File: src/hw/vrc_regs.svh
// Register map, field positions and reset values of the vectored request controller.
// Assumes a 32-bit APB slave with word-aligned byte addresses.
`ifndef VRC_REGS_SVH
`define VRC_REGS_SVH
`define VRC_OFS_ENABLE_CMD 12'h000
`define VRC_OFS_DISABLE_CMD 12'h004
`define VRC_OFS_CLEAR_CMD 12'h008
`define VRC_OFS_SET_CMD 12'h00c
`define VRC_OFS_EOS_CMD 12'h010
`define VRC_OFS_SPURIOUS 12'h014
`define VRC_OFS_DEBUG 12'h018
`define VRC_OFS_FORCE_EN_CMD 12'h01c
`define VRC_OFS_FORCE_DIS_CMD 12'h020
`define VRC_OFS_MASK 12'h024
`define VRC_OFS_PENDING 12'h028
`define VRC_OFS_FORCE_STAT 12'h02c
`define VRC_OFS_VECTOR 12'h030
`define VRC_OFS_FAST_VECTOR 12'h034
`define VRC_OFS_LINE_STAT 12'h038
`define VRC_OFS_SERVICE 12'h03c
`define VRC_OFS_IRQ_STAT 12'h040
`define VRC_OFS_IRQ_MASK 12'h044
`define VRC_BIT_FAST 0
`define VRC_BIT_PROTECTION_MODE_BIT 0
`define VRC_BIT_GLOBAL_LINE_MASK 1
`define VRC_BIT_NORMAL_LINE 1
`define VRC_BIT_FAST_LINE 0
`define VRC_FORCE_VALID 32'hffff_fffe
`define VRC_RESET_WORD 32'h0000_0000
`define VRC_DEBUG_BITS 2
`define VRC_EV_EOS 0
`define VRC_EV_SET 1
`define VRC_EV_NUM 2
`endif

File: src/hw/vrc_pkg.sv
// Types shared by the vectored request controller.
// Assumes the register header is included by files that need offsets.
`default_nettype none
package vrc_pkg;
    typedef enum logic [0:0] {
        VRC_IDLE = 1'b0,
        VRC_ACCESS = 1'b1
    } vrc_bus_e;
endpackage
`default_nettype wire

File: src/hw/vrc_command_regs.sv
// Command and control registers of a vectored interrupt controller, APB slave.
// Assumes ref_clk at 50 MHz, asynchronous active-low resetn, source lines from pins.
// Operation
// - Writing one to an enable command bit enables that source; zeros do nothing
// - Writing one to a disable command bit disables that source; zeros do nothing
// - Writing one to a clear command bit clears that source's request
// - Writing one to a set command bit raises that source's request
// - Bit 0 fast source, bit 1 system source, bits 2 to 31 peripherals
// - Any write to end-of-service location ends current interrupt, data ignored
// - Spurious vector is a 32-bit read-write value returned on spurious reads
// - Debug bit 0 enables protection mode; resets to zero
// - Debug bit 1 holds both processor request lines inactive
// - Writing one to forcing enable bit turns fast forcing on for that source
// - Writing one to forcing disable bit turns fast forcing off for that source
// - Forcing exists only for bits 1 to 31; bit 0 unused
// - Mask register shows enabled state, one means enabled
// - Pending register shows one for each pending request
// - Forcing status register shows one where fast forcing is enabled
// - With no enabled normal request pending the vector read returns the spurious vector
`default_nettype none
`include "vrc_regs.svh"
module vrc_command_regs #(
    parameter int NUM_SRC = 32
) (
    input wire logic ref_clk,
    input wire logic resetn,
    input wire logic psel,
    input wire logic penable,
    input wire logic pwrite,
    input wire logic [11:0] paddr,
    input wire logic [31:0] pwdata,
    output logic [31:0] prdata,
    output logic pready,
    output logic pslverr,
    input wire logic [NUM_SRC-1:0] sourceLevel,
    output logic normalRequestLine_n,
    output logic fastRequestLine_n,
    output logic protectionMode,
    output logic irq
);

    vrc_pkg::vrc_bus_e busState;
    logic [1:0][NUM_SRC-1:0] srcSync;
    logic [NUM_SRC-1:0] srcPrev;
    logic [NUM_SRC-1:0] enableMask;
    logic [NUM_SRC-1:0] pending;
    logic [NUM_SRC-1:0] forceEnable;
    logic [31:0] spuriousVector;
    logic [`VRC_DEBUG_BITS-1:0] debugControl;
    logic inService;
    logic [4:0] serviceId;
    logic [`VRC_EV_NUM-1:0] evStatus;
    logic [`VRC_EV_NUM-1:0] evMask;
    logic setup;
    logic wrStrobe;
    logic rdStrobe;
    logic [NUM_SRC-1:0] srcRise;
    logic [NUM_SRC-1:0] active;
    logic [NUM_SRC-1:0] fastSet;
    logic [NUM_SRC-1:0] normalSet;
    logic [4:0] lowestId;
    logic decodeHit;
    logic [31:0] next_prdata;
    logic [`VRC_EV_NUM-1:0] evPulse;

    // No wait state: setup cycle, then access phase with pready high
    always_ff @(posedge ref_clk or negedge resetn)
    begin
        if (!resetn)
            busState <= vrc_pkg::VRC_IDLE;
        else if (psel && !penable)
            busState <= vrc_pkg::VRC_ACCESS;
        else
            busState <= vrc_pkg::VRC_IDLE;
    end

    assign setup = psel && !penable;
    // Strobe only on the completing edge so each write takes effect once
    assign wrStrobe = psel && penable && pready && pwrite;
    assign rdStrobe = setup && !pwrite;

    // Source pins cross in from outside the clock domain
    always_ff @(posedge ref_clk or negedge resetn)
    begin
        if (!resetn)
        begin
            srcSync <= '0;
            srcPrev <= '0;
        end
        else
        begin
            srcSync[0] <= sourceLevel;
            srcSync[1] <= srcSync[0];
            srcPrev <= srcSync[1];
        end
    end

    assign srcRise = srcSync[1] & ~srcPrev;

    // Enable state per source
    always_ff @(posedge ref_clk or negedge resetn)
    begin
        if (!resetn)
            enableMask <= '0;
        else if (wrStrobe && paddr == `VRC_OFS_ENABLE_CMD)
            enableMask <= enableMask | pwdata[NUM_SRC-1:0];
        else if (wrStrobe && paddr == `VRC_OFS_DISABLE_CMD)
            enableMask <= enableMask & ~pwdata[NUM_SRC-1:0];
    end

    // Pending requests; hardware edges and software set win over clear
    always_ff @(posedge ref_clk or negedge resetn)
    begin
        if (!resetn)
            pending <= '0;
        else
        begin
            logic [NUM_SRC-1:0] clr;
            logic [NUM_SRC-1:0] set;
            clr = '0;
            set = srcRise;
            if (wrStrobe && paddr == `VRC_OFS_CLEAR_CMD)
                clr = pwdata[NUM_SRC-1:0];
            if (wrStrobe && paddr == `VRC_OFS_SET_CMD)
                set = set | pwdata[NUM_SRC-1:0];
            // Reading the vector acknowledges the normal request taken
            if (rdStrobe && paddr == `VRC_OFS_VECTOR && |normalSet)
                clr = clr | (NUM_SRC'(1) << lowestId);
            pending <= (pending & ~clr) | set;
        end
    end

    // Fast forcing state; bit 0 has no storage
    always_ff @(posedge ref_clk or negedge resetn)
    begin
        if (!resetn)
            forceEnable <= '0;
        else if (wrStrobe && paddr == `VRC_OFS_FORCE_EN_CMD)
            forceEnable <= (forceEnable | pwdata[NUM_SRC-1:0]) & `VRC_FORCE_VALID;
        else if (wrStrobe && paddr == `VRC_OFS_FORCE_DIS_CMD)
            forceEnable <= forceEnable & ~pwdata[NUM_SRC-1:0] & `VRC_FORCE_VALID;
    end

    // Spurious vector and debug control
    always_ff @(posedge ref_clk or negedge resetn)
    begin
        if (!resetn)
        begin
            spuriousVector <= `VRC_RESET_WORD;
            debugControl <= '0;
        end
        else if (wrStrobe && paddr == `VRC_OFS_SPURIOUS)
            spuriousVector <= pwdata;
        else if (wrStrobe && paddr == `VRC_OFS_DEBUG)
            debugControl <= pwdata[`VRC_DEBUG_BITS-1:0];
    end

    // Fast bit and forced sources go to the fast line, the rest to normal
    assign active = pending & enableMask;
    assign fastSet = active & (forceEnable | (NUM_SRC'(1) << `VRC_BIT_FAST));
    assign normalSet = active & ~fastSet;

    // Lowest numbered normal source is served first; priority lives elsewhere
    always_comb
    begin
        lowestId = '0;
        for (int i = NUM_SRC - 1; i >= 0; i--)
        begin
            if (normalSet[i])
                lowestId = 5'(i);
        end
    end

    // Service tracking: taken on vector read, ended by any end-of-service write
    always_ff @(posedge ref_clk or negedge resetn)
    begin
        if (!resetn)
        begin
            inService <= 1'b0;
            serviceId <= '0;
        end
        else if (wrStrobe && paddr == `VRC_OFS_EOS_CMD)
            inService <= 1'b0;
        else if (rdStrobe && paddr == `VRC_OFS_VECTOR && |normalSet)
        begin
            inService <= 1'b1;
            serviceId <= lowestId;
        end
    end

    // Request lines are active low; general mask parks them inactive
    always_ff @(posedge ref_clk or negedge resetn)
    begin
        if (!resetn)
        begin
            normalRequestLine_n <= 1'b1;
            fastRequestLine_n <= 1'b1;
            protectionMode <= 1'b0;
        end
        else
        begin
            normalRequestLine_n <= debugControl[`VRC_BIT_GLOBAL_LINE_MASK] || inService
                                   || !(|normalSet);
            fastRequestLine_n <= debugControl[`VRC_BIT_GLOBAL_LINE_MASK] || !(|fastSet);
            protectionMode <= debugControl[`VRC_BIT_PROTECTION_MODE_BIT];
        end
    end

    // Events: end of service seen, software set issued
    assign evPulse[`VRC_EV_EOS] = wrStrobe && paddr == `VRC_OFS_EOS_CMD;
    assign evPulse[`VRC_EV_SET] = wrStrobe && paddr == `VRC_OFS_SET_CMD;

    // Sticky status; a new event beats a write-one clear in the same cycle
    always_ff @(posedge ref_clk or negedge resetn)
    begin
        if (!resetn)
        begin
            evStatus <= '0;
            evMask <= '0;
        end
        else
        begin
            if (wrStrobe && paddr == `VRC_OFS_IRQ_STAT)
                evStatus <= (evStatus & ~pwdata[`VRC_EV_NUM-1:0]) | evPulse;
            else
                evStatus <= evStatus | evPulse;
            if (wrStrobe && paddr == `VRC_OFS_IRQ_MASK)
                evMask <= pwdata[`VRC_EV_NUM-1:0];
        end
    end

    always_ff @(posedge ref_clk or negedge resetn)
    begin
        if (!resetn)
            irq <= 1'b0;
        else
            irq <= |(evStatus & evMask);
    end

    // Read mux; command locations read zero and change nothing
    always_comb
    begin
        next_prdata = '0;
        decodeHit = 1'b1;
        case (paddr)
            `VRC_OFS_ENABLE_CMD, `VRC_OFS_DISABLE_CMD, `VRC_OFS_CLEAR_CMD,
            `VRC_OFS_SET_CMD, `VRC_OFS_EOS_CMD, `VRC_OFS_FORCE_EN_CMD,
            `VRC_OFS_FORCE_DIS_CMD: next_prdata = '0;
            `VRC_OFS_SPURIOUS: next_prdata = spuriousVector;
            `VRC_OFS_DEBUG: next_prdata = 32'(debugControl);
            `VRC_OFS_MASK: next_prdata = 32'(enableMask);
            `VRC_OFS_PENDING: next_prdata = 32'(pending);
            `VRC_OFS_FORCE_STAT: next_prdata = 32'(forceEnable);
            `VRC_OFS_VECTOR: next_prdata = |normalSet ? 32'(lowestId)
                                          : spuriousVector;
            `VRC_OFS_FAST_VECTOR: next_prdata = |fastSet ? 32'h0000_0000
                                               : spuriousVector;
            `VRC_OFS_LINE_STAT: next_prdata = 32'({!normalRequestLine_n, !fastRequestLine_n});
            `VRC_OFS_SERVICE: next_prdata = 32'({inService, serviceId});
            `VRC_OFS_IRQ_STAT: next_prdata = 32'(evStatus);
            `VRC_OFS_IRQ_MASK: next_prdata = 32'(evMask);
            default: decodeHit = 1'b0;
        endcase
    end

    // Answer registered during setup so every output comes from a flip-flop
    always_ff @(posedge ref_clk or negedge resetn)
    begin
        if (!resetn)
        begin
            prdata <= '0;
            pready <= 1'b0;
            pslverr <= 1'b0;
        end
        else
        begin
            pready <= setup;
            pslverr <= setup && !decodeHit;
            prdata <= rdStrobe ? next_prdata : '0;
        end
    end

endmodule
`default_nettype wire

File: config.mk
export PLATFORM = sky130hd
export DESIGN_NAME = vrc_command_regs
export DESIGN_NICKNAME = d
export VERILOG_FILES = /design/src/hw/vrc_pkg.sv /design/src/hw/vrc_command_regs.sv
export VERILOG_INCLUDE_DIRS = /design/src /design/src/hw
export SDC_FILE = /design/constraint.sdc
export NUM_CORES = 1
export LEC_CHECK = 0
export ABC_AREA = 1
export BUFFER_PORTS_ARGS = -buffer_cell sky130_fd_sc_hd__buf_4
export CORE_ASPECT_RATIO = 0.5
export CORE_MARGIN = 5
export CORE_UTILIZATION = 53
export DETAILED_ROUTE_END_ITERATION = 7
export PLACE_DENSITY = 0.74
export RECOVER_POWER = 100
export SYNTH_ARGS = -nofsm -noshare
export SYNTH_HDL_FRONTEND = slang
export SYNTH_SLANG_ARGS = --single-unit
File: constraint.sdc
create_clock -name ref_clk -period 2.5 [get_ports ref_clk]
set_input_delay 0.125 -clock ref_clk [delete_from_list [all_inputs] [get_ports ref_clk]]
set_output_delay 0.125 -clock ref_clk [all_outputs]
set_load 0.1 [all_outputs]
## Word level (Yosys, flattened, before mapping)

Cells that the tools add are included.

| word-level totals | value |
|---|---|
| flip-flop bits (word level) | 274 |
| bits of input ports | 81 |
| output and inout port bits | 38 |
| logic and storage cells | 146 |

| cells by class | value |
|---|---|
| eq/ne operators | 17 |
| shift operators | 1 |
| multiplexer cells | 47 |
| bitwise gates (word level) | 23 |
| reductions and logical operators | 39 |

Operators with widths:

| kind | number |
|---|---|
| $pmux W32 S11 | 1 |
| $mux W32 | 10 |
| $and A32 B32 Y32 | 7 |
| $mux W5 | 32 |
| $or A32 B32 Y32 | 5 |
| $not A32 Y32 | 4 |
| $eq A12 B6 Y1 const B | 8 |
| $reduce_or A32 Y1 | 2 |
| $eq A12 B5 Y1 const B | 4 |
| $shl A1 B5 Y32 const A | 1 |
| $eq A12 B4 Y1 const B | 2 |
| $eq A12 B7 Y1 const B | 2 |
| $logic_and A1 B1 Y1 | 19 |
| $reduce_or A18 Y1 | 1 |
| $eq A12 B3 Y1 const B | 1 |
| $logic_not A12 Y1 | 1 |
| $logic_not A1 Y1 | 7 |
| $reduce_bool A2 Y1 | 3 |
| $and A2 B2 Y2 | 2 |
| $or A2 B2 Y2 | 2 |
| $reduce_and A2 Y1 | 2 |
| $logic_or A1 B1 Y1 | 3 |
| $mux W1 | 3 |
| $mux W2 | 1 |
| 3 further kinds | 4 |

## Depth between registers and ports, before layout

| depth | value |
|---|---|
| depth in word-level cells | 42 |
| depth in mapped cells | 36 |
| gate-level depth less buffers | 36 |

## Worst setup path after synthesis

Ideal clock, no wire load.

| timing path | value |
|---|---|
| path type | flip-flop to flip-flop |
| start point | register pready |
| end point | register (tool-made name) |
| setup time | 0.120 ns |
| arrival | 2.331 ns |
| data required time | 2.380 ns |
| path slack | 0.050 ns |
| stages on the path, launching flop included | 12 |
| buffers on the path | 2 |
| period minus slack after synthesis | 2.450 ns |
| path through | dfrtp_1 -> nand4_1 -> clkinv_1 -> nand2_1 -> inv_1 -> nand2_1 -> inv_1 -> clkbuf_1 -> buf_2 -> nand2_1 -> o21ai_0 -> inv_1 |

RTL lines:

| item | RTL line | source |
|---|---|---|
| from (decl) | vrc_command_regs.sv:33 | `output logic pready,` |
| from (signal assigned) | vrc_command_regs.sv:277 | `pready <= setup;` |

## Worst setup path after layout

| timing path | value |
|---|---|
| start point | register pending[31] |
| end point | register pending[5] |

| between the ends | value |
|---|---|
| cells in the longest elaborated chain, start to end | 42 |
| elaborated cells between the ends (all ways) | 44 |
| those cells by class | 1 x shift; 33 x mux; 8 x bitwise; 2 x reduce/logical |

RTL lines:

| item | RTL line | source |
|---|---|---|
| from (decl) | vrc_command_regs.sv:46 | `logic [NUM_SRC-1:0] pending;` |
| from (signal assigned) | vrc_command_regs.sv:129 | `pending <= (pending & ~clr) \| set;` |
| $and A32 B32 Y32 * | vrc_command_regs.sv:159 | `assign active = pending & enableMask;` |
| $and A32 B32 Y32 | vrc_command_regs.sv:160 | `` assign fastSet = active & (forceEnable \| (NUM_SRC'(1) << `VRC_BIT_FAST)); `` |
| $not A32 Y32 | vrc_command_regs.sv:161 | `assign normalSet = active & ~fastSet;` |
| $and A32 B32 Y32 * | vrc_command_regs.sv:161 |  |
| $mux W5 (32 in a row) | vrc_command_regs.sv:169 | `if (normalSet[i])` |
| $shl A1 B5 Y32 | vrc_command_regs.sv:128 | `clr = clr \| (NUM_SRC'(1) << lowestId);` |
| $or A32 B32 Y32 | vrc_command_regs.sv:128 |  |
| $mux W32 * | vrc_command_regs.sv:127 | `` if (rdStrobe && paddr == `VRC_OFS_VECTOR && \|normalSet) `` |
| $not A32 Y32 * | vrc_command_regs.sv:129 |  |
| $and A32 B32 Y32 * | vrc_command_regs.sv:129 |  |
| $or A32 B32 Y32 * | vrc_command_regs.sv:129 |  |

Every way passes the cells marked *; elsewhere a longest branch is shown, timed or not.
A chain may end at the register's enable or synchronous reset.

==> qor.txt <==
Largest family of logic cells by synthesized area: simple AND/OR/NAND/NOR gates
WL/cell: 19.5 um
Pwr per Cell Area: 554 nW/um2
Max H-tree Level: 1
Hold Crit Class: in2reg
Worst skew pair latency: 0.55 ns
Overall Global Routing Usage: 30.2%
Hold path endpoint: evStatus[1]
CP Max Fanout: 6
Failing checks: capacitance limit, slew limit, setup timing
Flop2flop setup slack: -0.43 ns
GP Congestion: 0.953
R2R depth: 35
# rows: 38
Final setup violation count: 66
Mapped Nets: 1,432
Crit path time final: 2.93 ns
Main synth FF type: dfrtp_1
CP Launch Type: register
Worst slew margin: -56.9%
Setup TNS: -20.95 ns
CTS max path bufs: 3
Min-Delay Path Depth: 5
Largest net degree at the start of global routing: 91
Yosys Warn Count: 0
Clk sink count: 273
Root Buffer: clkbuf_16
Most common cell after layout, fill and taps aside: dfrtp_1
Worst R2R Start: pending[31]
TritonCTS clock tree: built
Area of the multi-input gates: 4330 um2
DP HPWL: 26.4 mm
Max VDD drop: 0.000681 V
CP max-delay cell: dfrtp_1
Initial antenna violation count: 1
Register bit total from synthesis: 273
Buffers on Ports: 118
Period utilization: 117%
Die footprint: 25,800 um2
GRT overflow: 0
DR vias/cell: 5.61
Worst clock skew: 0.0161 ns
F_max: 341 MHz
Crit path launch: pending[31]
EDFF count, synth: 0
Share of layout cells above drive strength 1: 24.1%
Core Footprint: 21,900 um2
Adder-cell share of the synthesized area: 0%
CP top delay family: simple AND/OR/NAND/NOR gates
Critical path buffer and inverter count: 0
Clk slew on worst S/H paths: 0.07 ns
Final core utilization: 73.9%
P_leak: 7.91 nW
Initial drt markers: 1,308
Async set-reset flop share out of synthesis: 100%
Slack of the critical path: -0.429 ns
Die H: 116 um
Vias in the first global route: 11,300
WP data required: 2.94 ns
Post-Syn Instances: 1,351
Worst path most repeated cell: nand2_1
Max-cap violations: 1
Slew Viols, Final: 89
Most frequent cells in the layout: dfrtp_1 (271), inv_1 (245), nand2_1 (210)
Final ANT Viol Nets: 0
Seq. cell area: 6830 um2
Dpl ws: -0.370 ns
Initial Util: 54.4%
Critical path type: reg2reg
Fin cells: 2,005
Post-Synth XOR/XNOR Area: 0%
Final wirelength: 39.1 mm
Compound-gate portion of the synthesized area: 16.1%
Placed Cells: 1,877
Simple-gate share of the synthesized area: 16.4%
WP data arrival: 3.37 ns
R2R Path End: pending[5]
Fillers: 1,580
Mapped Avg Cell Area: 8.83 um2
Total CTS buffers: 24
RSZ-0062 raised after global routing: yes
Post-synthesis sequential area ratio: 57.3%
Status: finished, violations left
DRC Markers: 0
Multiplexer area fraction after synthesis: 0%
First-pass GRT wire length: 61.7 mm
Area Overhead vs Synth: 35.7%
Final hold slack: 0.0282 ns
Die width: 222 um
Cell variety after synth: 45
Ports: 119
Final Hold Viols: 0
Worst Setup End Kind: register
Crit-path max cell delay: 0.36 ns
Vias after detailed routing: 11,200
Worst-Margin Slew: 2.35 ns
Nets: 1,767
Hold path startpoint: paddr[7]
Mapped cell area: 11,900 um2
Router iterations before antenna repair: 6
==> layer usage <==
metal	vias up	share of wire (%)	global-route usage (%)
met3	89	10	7.66
li1	5060	-	-
met2	567	44	47.4
met4	0	2.4	6.98
met1	5524	43	43.5
met5	-	0	0
==> Yosys cell counts (15+ instances only) <==
cell,instances,share of area [%]
inv_1,248,7.8
nor2_1,58,1.8
nand3_1,41,1.7
o22ai_1,55,2.9
a21oi_1,53,2.2
o21ai_0,176,7.4
nand4_1,25,1.3
dfrtp_1,271,57
o21bai_1,15,0.94
nand2_1,240,7.5
clkbuf_1,31,0.98
nor3_1,39,1.6
==> worst min-delay path, delay by kind of cell <==
| kind | cells | cell delay, ns |
|---|---|---|
| buffers and inverters | 1 | 0.09 |
| and+or+nand+nor | 3 | 0.24 |
| AOI/OAI and AO/OA | 1 | 0.08 |
==> metrics by stage <==
stage               power [mW]  cell area (um2)
global placement          4.96            14300
detailed placement        4.97            14300
floorplan                 4.70            11900
global route              9.29            16200
finish                    8.98            16200
CTS                       9.02            16200
==> cell type report <==
class,instances,area share [%]
flip-flops and latches,273,42.2
multi-input cells,770,26.7
repair buffers,349,16.9
inverters,268,6.57
clock buffers,35,4.40
well taps,300,2.32
clock inverters,9,0.858
diodes,1,0.0155
==> where the power goes <==
part | switching, mW | internal, mW | total, mW | leakage [nW]
logic | 0.249 | 0.188 | 0.438 | 4.25
registers | 0.0319 | 4.50 | 4.53 | 3.24
clock network | 1.71 | 2.30 | 4.01 | 0.420
total | 1.99 | 6.98 | 8.98 | 7.91
==> cells by family after synthesis <==
logic type | after synthesis
flip-flops | 273
AO/OA/AOI/OAI | 339
AND/OR/NAND/NOR | 431
buffers and inverters | 308
==> worst max path at each step <==
| stage | endpoint | slack (ns) | depth (start not counted) |
|---|---|---|---|
| 3_3_place_gp | pending[25] | -0.34 | 35 |
| 5_1_grt | pending[24] | -0.71 | 36 |
| 4_1_cts | pending[5] | -0.29 | 35 |
| 6_report | pending[5] | -0.43 | 35 |
| 3_5_place_dp | pending[9] | -0.37 | 35 |
| 2_1_floorplan | register | 0.05 | 11 |
==> what timing repair did <==
item / in CTS / in global routing
resized for setup: 99 / 37
setup buffers: 7 / 10
hold buffers: 67 / 0
endpoints found under the hold margin: 211 / 0
cloned: 1 / 0
setup endpoints to repair: 65 / 66
pin swaps: 25 / 15
No activity file was read; power rests on OpenSTA's default activity.
